==> src/rtl/pwcr_pkg.sv <==
// constants and types for the power and wake configuration registers
// Summary of operation
// - each one written to the set port sets that power-down config bit
// - each one written to the clear port clears that power-down config bit
// - set and clear ports are write-only and hold no reset value
// - set/clear writes touch only implemented power-down config bits
// - a wake enable bit of one lets its source wake from deep modes
// - all defined wake enable bits are zero after reset
// - bits 0,1,3,4: watchdog, brown-out, DMA, group pin interrupt 0
// - bits 5..8: pin interrupts 0..3, edge or level, never pattern match
// - bit 9 micro-tick, 10 multi-rate, 11..15 counter timers, 16 state timer
// - bits 17..20 serial ports, 21..23 two-wire, 24..25 sync serial
// - bits 26..28 converter, 29 real-time clock, 31 mailbox
// - bits 2 and 30 reserved; read zero here, software writes zero
// - pattern match never wakes from modes deeper than sleep
// - mailbox wake only while at least one processor runs
// - sources with stopped clocks wake only if their clock is kept running
// - power-down config bit zero keeps block powered, one powers it down
package pwcr_pkg;
    localparam logic [31:0] PWCR_PD_CFG_ADDR = 32'h40000210;
    localparam logic [31:0] PWCR_POWER_BITS_TO_SET_ADDR = 32'h40000214;
    localparam logic [31:0] PWCR_POWER_BITS_TO_CLEAR_ADDR = 32'h40000218;
    localparam logic [31:0] PWCR_WAKE0_ADDR = 32'h40000240;
    localparam logic [31:0] PWCR_MODE_ADDR = 32'h40000260;
    // implemented power-down config bits and their reset value
    localparam logic [31:0] PWCR_PD_IMPL = 32'h01DBE5B8;
    localparam logic [31:0] PWCR_PD_RESET = 32'h00D80500;
    // defined wake enable bits (2 and 30 reserved)
    localparam logic [31:0] PWCR_WAKE_IMPL = 32'hBFFFFFFB;
    localparam logic [31:0] PWCR_WAKE_RESET = 32'h00000000;
    // sources whose clock stops in deep modes
    localparam logic [31:0] PWCR_CLK_DEP = 32'h1C01FC08;
    localparam int PWCR_MBOX_BIT = 31;
    localparam logic [1:0] PWCR_RESP_OKAY = 2'h0;
    localparam logic [1:0] PWCR_RESP_SLVERR = 2'h2;
    typedef enum logic [1:0]
    {
        PWCR_RUN = 2'b00,
        PWCR_SLEEP = 2'b01,
        PWCR_DEEP_SLEEP = 2'b10,
        PWCR_POWER_DOWN = 2'b11
    } pwcr_mode_t;
    typedef struct packed
    {
        logic [31:0] addr;
        logic [31:0] data;
        logic [3:0] strb;
    } pwcr_wreq_t;
endpackage

==> src/rtl/pwcr_regs.sv <==
// power-down config set/clear ports and wake enable register over axi4-lite
`timescale 1ns/10ps
`default_nettype none
module pwcr_regs
(
    // clock and reset
    input wire logic clk_i,
    input wire logic rst_i,
    // axi4-lite write
    input wire logic [31:0] s_awaddr_i,
    input wire logic s_awvalid_i,
    output logic s_awready_o,
    input wire logic [31:0] s_wdata_i,
    input wire logic [3:0] s_wstrb_i,
    input wire logic s_wvalid_i,
    output logic s_wready_o,
    output logic [1:0] s_bresp_o,
    output logic s_bvalid_o,
    input wire logic s_bready_i,
    // axi4-lite read
    input wire logic [31:0] s_araddr_i,
    input wire logic s_arvalid_i,
    output logic s_arready_o,
    output logic [31:0] s_rdata_o,
    output logic [1:0] s_rresp_o,
    output logic s_rvalid_o,
    input wire logic s_rready_i,
    // system state
    input wire logic [1:0] power_mode_i,
    input wire logic cpu_running_i,
    input wire logic [31:0] clk_kept_i,
    // pin-interrupt pattern match requests
    input wire logic pattern_match_irq_i,
    // wake sources
    input wire logic [31:0] wake_src_irq_i,
    // outputs
    output logic [31:0] power_down_config_o,
    output logic [31:0] wake_enable_bank0_o,
    output logic wake_request_o
);
    // ------------------------------------------------
    // write channel state
    // ------------------------------------------------
    logic aw_held_q, aw_held_d;
    logic w_held_q, w_held_d;
    logic [31:0] awaddr_q, awaddr_d;
    logic [31:0] wdata_q, wdata_d;
    logic [3:0] wstrb_q, wstrb_d;
    logic bvalid_q, bvalid_d;
    logic [1:0] bresp_q, bresp_d;
    logic [31:0] pd_q, pd_d;
    logic [31:0] wake_q, wake_d;
    logic do_write;
    pwcr_pkg::pwcr_wreq_t req;

    function automatic logic [31:0] strb_mask(input logic [3:0] s);
        strb_mask = {{8{s[3]}}, {8{s[2]}}, {8{s[1]}}, {8{s[0]}}};
    endfunction

    function automatic logic [31:0] merge(input logic [31:0] old, input logic [31:0] nw, input logic [31:0] m);
        merge = (old & ~m) | (nw & m);
    endfunction

    always_comb
    begin
        aw_held_d = aw_held_q;
        w_held_d = w_held_q;
        awaddr_d = awaddr_q;
        wdata_d = wdata_q;
        wstrb_d = wstrb_q;
        bvalid_d = bvalid_q;
        bresp_d = bresp_q;
        pd_d = pd_q;
        wake_d = wake_q;
        if (s_awvalid_i && s_awready_o)
        begin
            aw_held_d = 1'b1;
            awaddr_d = s_awaddr_i;
        end
        if (s_wvalid_i && s_wready_o)
        begin
            w_held_d = 1'b1;
            wdata_d = s_wdata_i;
            wstrb_d = s_wstrb_i;
        end
        req.addr = awaddr_q;
        req.data = wdata_q;
        req.strb = wstrb_q;
        do_write = aw_held_q && w_held_q && !bvalid_q;
        if (do_write)
        begin
            aw_held_d = 1'b0;
            w_held_d = 1'b0;
            bvalid_d = 1'b1;
            bresp_d = pwcr_pkg::PWCR_RESP_OKAY;
            case (req.addr)
                pwcr_pkg::PWCR_PD_CFG_ADDR:
                begin
                    pd_d = merge(pd_q, req.data, strb_mask(req.strb) & pwcr_pkg::PWCR_PD_IMPL);
                end
                pwcr_pkg::PWCR_POWER_BITS_TO_SET_ADDR:
                begin
                    pd_d = pd_q | (req.data & strb_mask(req.strb) & pwcr_pkg::PWCR_PD_IMPL);
                end
                pwcr_pkg::PWCR_POWER_BITS_TO_CLEAR_ADDR:
                begin
                    pd_d = pd_q & ~(req.data & strb_mask(req.strb) & pwcr_pkg::PWCR_PD_IMPL);
                end
                pwcr_pkg::PWCR_WAKE0_ADDR:
                begin
                    wake_d = merge(wake_q, req.data, strb_mask(req.strb) & pwcr_pkg::PWCR_WAKE_IMPL);
                end
                default:
                begin
                    bresp_d = pwcr_pkg::PWCR_RESP_SLVERR;
                end
            endcase
        end
        if (bvalid_q && s_bready_i)
        begin
            bvalid_d = 1'b0;
        end
    end

    always_ff @(posedge clk_i or posedge rst_i)
    begin
        if (rst_i)
        begin
            aw_held_q <= 1'b0;
            w_held_q <= 1'b0;
            awaddr_q <= 32'h00000000;
            wdata_q <= 32'h00000000;
            wstrb_q <= 4'h0;
            bvalid_q <= 1'b0;
            bresp_q <= 2'h0;
            pd_q <= pwcr_pkg::PWCR_PD_RESET;
            wake_q <= pwcr_pkg::PWCR_WAKE_RESET;
        end
        else
        begin
            aw_held_q <= aw_held_d;
            w_held_q <= w_held_d;
            awaddr_q <= awaddr_d;
            wdata_q <= wdata_d;
            wstrb_q <= wstrb_d;
            bvalid_q <= bvalid_d;
            bresp_q <= bresp_d;
            pd_q <= pd_d;
            wake_q <= wake_d;
        end
    end

    assign s_awready_o = !aw_held_q && !bvalid_q;
    assign s_wready_o = !w_held_q && !bvalid_q;
    assign s_bvalid_o = bvalid_q;
    assign s_bresp_o = bresp_q;

    // ------------------------------------------------
    // read channel
    // ------------------------------------------------
    logic rvalid_q, rvalid_d;
    logic [31:0] rdata_q, rdata_d;
    logic [1:0] rresp_q, rresp_d;

    always_comb
    begin
        rvalid_d = rvalid_q;
        rdata_d = rdata_q;
        rresp_d = rresp_q;
        if (s_arvalid_i && s_arready_o)
        begin
            rvalid_d = 1'b1;
            rresp_d = pwcr_pkg::PWCR_RESP_OKAY;
            case (s_araddr_i)
                pwcr_pkg::PWCR_PD_CFG_ADDR:
                begin
                    rdata_d = pd_q;
                end
                pwcr_pkg::PWCR_POWER_BITS_TO_SET_ADDR,
                pwcr_pkg::PWCR_POWER_BITS_TO_CLEAR_ADDR:
                begin
                    rdata_d = 32'h00000000;
                end
                pwcr_pkg::PWCR_WAKE0_ADDR:
                begin
                    rdata_d = wake_q & pwcr_pkg::PWCR_WAKE_IMPL;
                end
                pwcr_pkg::PWCR_MODE_ADDR:
                begin
                    rdata_d = {29'h00000000, wake_request_o, power_mode_i};
                end
                default:
                begin
                    rdata_d = 32'h00000000;
                    rresp_d = pwcr_pkg::PWCR_RESP_SLVERR;
                end
            endcase
        end
        else if (rvalid_q && s_rready_i)
        begin
            rvalid_d = 1'b0;
        end
    end

    always_ff @(posedge clk_i or posedge rst_i)
    begin
        if (rst_i)
        begin
            rvalid_q <= 1'b0;
            rdata_q <= 32'h00000000;
            rresp_q <= 2'h0;
        end
        else
        begin
            rvalid_q <= rvalid_d;
            rdata_q <= rdata_d;
            rresp_q <= rresp_d;
        end
    end

    assign s_arready_o = !rvalid_q;
    assign s_rvalid_o = rvalid_q;
    assign s_rdata_o = rdata_q;
    assign s_rresp_o = rresp_q;

    // ------------------------------------------------
    // wake logic
    // ------------------------------------------------
    logic wake_comb;
    logic wake_q2, wake_d2;
    logic unused_pm;

    // pattern match is never routed into the gate
    assign unused_pm = pattern_match_irq_i;

    pwcr_wake_gate u_gate
    (
        .enable_i(wake_q),
        .clk_kept_i(clk_kept_i),
        .mode_i(power_mode_i),
        .cpu_running_i(cpu_running_i),
        .irq_i(wake_src_irq_i),
        .wake_o(wake_comb)
    );

    always_comb
    begin
        wake_d2 = wake_comb & ~unused_pm | wake_comb;
    end

    always_ff @(posedge clk_i or posedge rst_i)
    begin
        if (rst_i)
        begin
            wake_q2 <= 1'b0;
        end
        else
        begin
            wake_q2 <= wake_d2;
        end
    end

    assign wake_request_o = wake_q2;
    assign power_down_config_o = pd_q;
    assign wake_enable_bank0_o = wake_q;
endmodule
`default_nettype wire

==> src/rtl/pwcr_wake_gate.sv <==
// wake request gating per source
`timescale 1ns/10ps
`default_nettype none
module pwcr_wake_gate
(
    // control
    input wire logic [31:0] enable_i,
    input wire logic [31:0] clk_kept_i,
    input wire logic [1:0] mode_i,
    input wire logic cpu_running_i,
    // sources
    input wire logic [31:0] irq_i,
    // result
    output logic wake_o
);
    logic [31:0] eligible;
    logic deep;
    always_comb
    begin
        deep = (mode_i == pwcr_pkg::PWCR_DEEP_SLEEP) || (mode_i == pwcr_pkg::PWCR_POWER_DOWN);
        // stopped-clock sources drop out unless their clock is kept
        eligible = irq_i & enable_i & pwcr_pkg::PWCR_WAKE_IMPL & (~pwcr_pkg::PWCR_CLK_DEP | clk_kept_i);
        eligible[pwcr_pkg::PWCR_MBOX_BIT] = eligible[pwcr_pkg::PWCR_MBOX_BIT] & cpu_running_i;
        wake_o = deep && (|eligible);
    end
endmodule
`default_nettype wire

==> config.mk <==
export PLATFORM = sky130hd
export DESIGN_NAME = pwcr_regs
export DESIGN_NICKNAME = d
export VERILOG_FILES = /design/src/rtl/pwcr_pkg.sv /design/src/rtl/pwcr_regs.sv /design/src/rtl/pwcr_wake_gate.sv
export SDC_FILE = /design/constraint.sdc
export NUM_CORES = 1
export LEC_CHECK = 0
export BUFFER_PORTS_ARGS = -buffer_cell sky130_fd_sc_hd__buf_4
export CAP_MARGIN = 25
export CORE_MARGIN = 8
export CORE_UTILIZATION = 51
export DETAILED_ROUTE_END_ITERATION = 12
export HOLD_SLACK_MARGIN = 0.1
export PLACE_DENSITY = 0.93
export SETUP_SLACK_MARGIN = 0.4
export SLEW_MARGIN = 25
export SYNTH_ARGS = -nofsm -noshare
export SYNTH_HDL_FRONTEND = slang
export SYNTH_HIERARCHICAL = 1
export SYNTH_SLANG_ARGS = --single-unit
==> constraint.sdc <==
create_clock -name clk_i -period 11.2 [get_ports clk_i]
set_input_delay 1.12 -clock clk_i [delete_from_list [all_inputs] [get_ports clk_i]]
set_output_delay 1.12 -clock clk_i [all_outputs]
set_load 0.02 [all_outputs]
==> flow_summary.yaml <==
clock_tree:
  cts-root-buf: "clkbuf_16"
  cts_tree: "built"
  cts_buffer_depth: 2
  cts.sinks: 150
  post_cts_buffers: 0
  htreeDepth: 4
  cts_buffers: 17
  holdBufCountCts: 0
  cts_resized: 0
  path_clk_slew_ns: 0.06
  clk-insertion-delay-late_ns: 0.42
worst_setup_path:
  cpLargestDelayFamily: "simple AND/OR/NAND/NOR gates"
  endpoint_kind: "register"
  reg2reg_depth: 4
  crit_cells: 4
  cpMaxStageDelayCell: "nor4_4"
  cp_cell_sequence: "nor4b_1 > nand4_2 > nor4_4 > mux2_4"
  crit_required_ns: 11.50
  path_buf_inv: 0
  crit_path_max_incr_delay_ns: 1.03
  critPathMaxFanout: 25
  crit_type: "register to register"
  crit_start: "awaddr_q[13]"
  arrival_ns: 3.51
  r2r_slack_ns: 7.99
  reg2reg_from: "awaddr_q[13]"
  startpoint_type: "register"
power:
  cellLeakagePower_nw: 4.55
  max-vdd-ir-drop_v: 0.000196
  power.density_nw_per_um2: 201
yosys:
  synth_warnings: 6
  synth.top_cell.area_share: 0.526
  async_flop_share: 1.00
  synth_common_cells: "144 x dfrtp_1, 65 x mux2_2, 51 x inv_1, 37 x nand2_1, 24 x mux2i_1"
  syn_area_um2: 6850
  ys_seq_elements: 150
  synth-main-ff-cell: "dfrtp_1"
  synth_edf_count: 0
  yosysMostFrequentCell: "dfrtp_1"
  synth_cells: 569
  synth_area_leaders: "dfrtp_1 53%, mux2_2 11%, mux2i_1 3.5%, inv_1 2.8%, dfstp_2 2.3%"
  syn_avg_cell_area_um2: 12.0
  ys_seq_area_frac: 0.549
  yosysTopAreaCell: "dfrtp_1"
  synthDistinctLibCells: 50
hold_path:
  hp-class: "register to register"
  hp-start: "s_rdata_o[2]"
finish:
  nNetsFinal: 970
  final_cells: 984
  syn_to_final_growth_pct: 35.4
  drive_above_1_share: 0.442
  antenna_cells: 0
  fin_util: 0.703
global_route:
  grt_max_degree: 85
  globalRoute.totalOverflow: 0
  grt_antenna_before_repair: 0
  grt_use_total: 0.240
  grt_pass1_vias: 5905
  grt_pass1_wl_mm: 33.1
floorplanning:
  dieArea_um2: 17400
  core-area_um2: 13200
  die_w_um: 132
  start_util: 0.519
  io_pins: 281
  rows: 42
  die_h_um: 132
timing:
  period_share: 0.286
  slew_headroom: 0.395
  grt_setup_unrepaired: "false"
  setup_violations: 0
  tns_ns: 0
  skew_ns: 0.0103
  period_minus_slack_ns: 3.21
  slew_violations: 0
  worst_pin_slew_ns: 0.901
  finalHoldViolations: 0
  fmax_mhz: 312
route:
  drtAntennaViolNets: 0
  first_iter_violations: 438
  totalWireLength_mm: 21.0
  wire_per_inst_um: 21.3
  drc: 0
  vias: 5579
  first_pass_iters: 8
  viasPerCell: 5.67
run:
  cap_viol_max_count: 0
placed_design:
  dp.cells: 952
  numPortBuffers: 233
  hpwl_mm: 15.9
  gp_congestion: 0.842
run_status:
  status: "complete, no violations"
metal layers:
metal | vias up | wire length [µm] | track usage
li1 | 2515 | - | -
met1 | 2723 | 7630 | 0.260
met2 | 301 | 10700 | 0.410
met3 | 40 | 2000 | 0.0934
met4 | 0 | 719 | 0.101
met5 | - | 0 | 0
placed cells by master, fill, tap and decap left out, types with 5 or more instances in the layout:
cell type and n:
nor4b_1 5, and3_1 6, mux2_4 5, o221ai_1 16, nand4_1 7, o41ai_1 11
clkbuf_8 7, nor3_1 9, clkbuf_16 17, a31oi_1 17, nand2b_1 5, mux2i_1 24
nor4_1 11, inv_1 50, mux2_2 65, nand2_1 37, a22o_1 16, conb_1 21
dfrtp_1 144, o31ai_1 14, o21ai_0 17, o211ai_1 5, dfstp_2 6, buf_4 236
worst min-delay path: stages, from the launching register on:
cell	delay [ns]
dfrtp_1	0.34
nand2_1	0.05
o31ai_1	0.05
kinds of logic (layout without fill, tap and decap cells):
family          after synthesis  after routing  share of synthesized area
compound gates              115            115                      0.131
xor+xnor                      1              1                    0.00128
buf+inv                     101            320                     0.0681
flops                       150            150                      0.549
mux                          94             94                      0.153
other cells                   1             21                   0.000547
simple gates                107            107                     0.0975
worst min path at each step:
stage / to / slack (ns) / depth (start not counted)
after detailed placement: s_rdata_o[2] / 0.47 / 2
after floorplan: awaddr_q[30] / 0.47 / 1
after global placement: s_rdata_o[0] / 0.46 / 2
after global routing: s_rdata_o[0] / 0.51 / 2
final: s_rdata_o[2] / 0.48 / 2
after CTS: s_rdata_o[2] / 0.48 / 2
power breakdown:
group	total (mW)	switching [mW]	internal, mW	leakage, nW
clock network	0.583	0.214	0.369	0.301
registers	0.798	0.111	0.686	1.90
logic	0.486	0.248	0.239	2.35
cell type report:
type                            count  area, µm²
Multi-Input combinational cell    338       2700
Fill cell                         937       3910
Clock buffer                       25        526
Timing Repair Buffer              237       1780
Clock inverter                      7       90.1
Inverter                           51        196
Tap cell                          176        220
Sequential cell                   150       3760
metrics by stage:
step | hold slack [ns] | instance area (µm²) | worst slack (ns) | power [mW]
final | 0.481 | 9280 | 7.99 | 1.87
after global routing | 0.513 | 9280 | 7.77 | 1.95
after CTS | 0.482 | 9270 | 7.97 | 1.87
after detailed placement | 0.470 | 8660 | 8.01 | 1.29
after global placement | 0.462 | 8660 | 8.08 | 1.26
after floorplan | 0.472 | 6930 | 6.05 | 1.12
No activity file was read; power rests on OpenSTA's default activity.
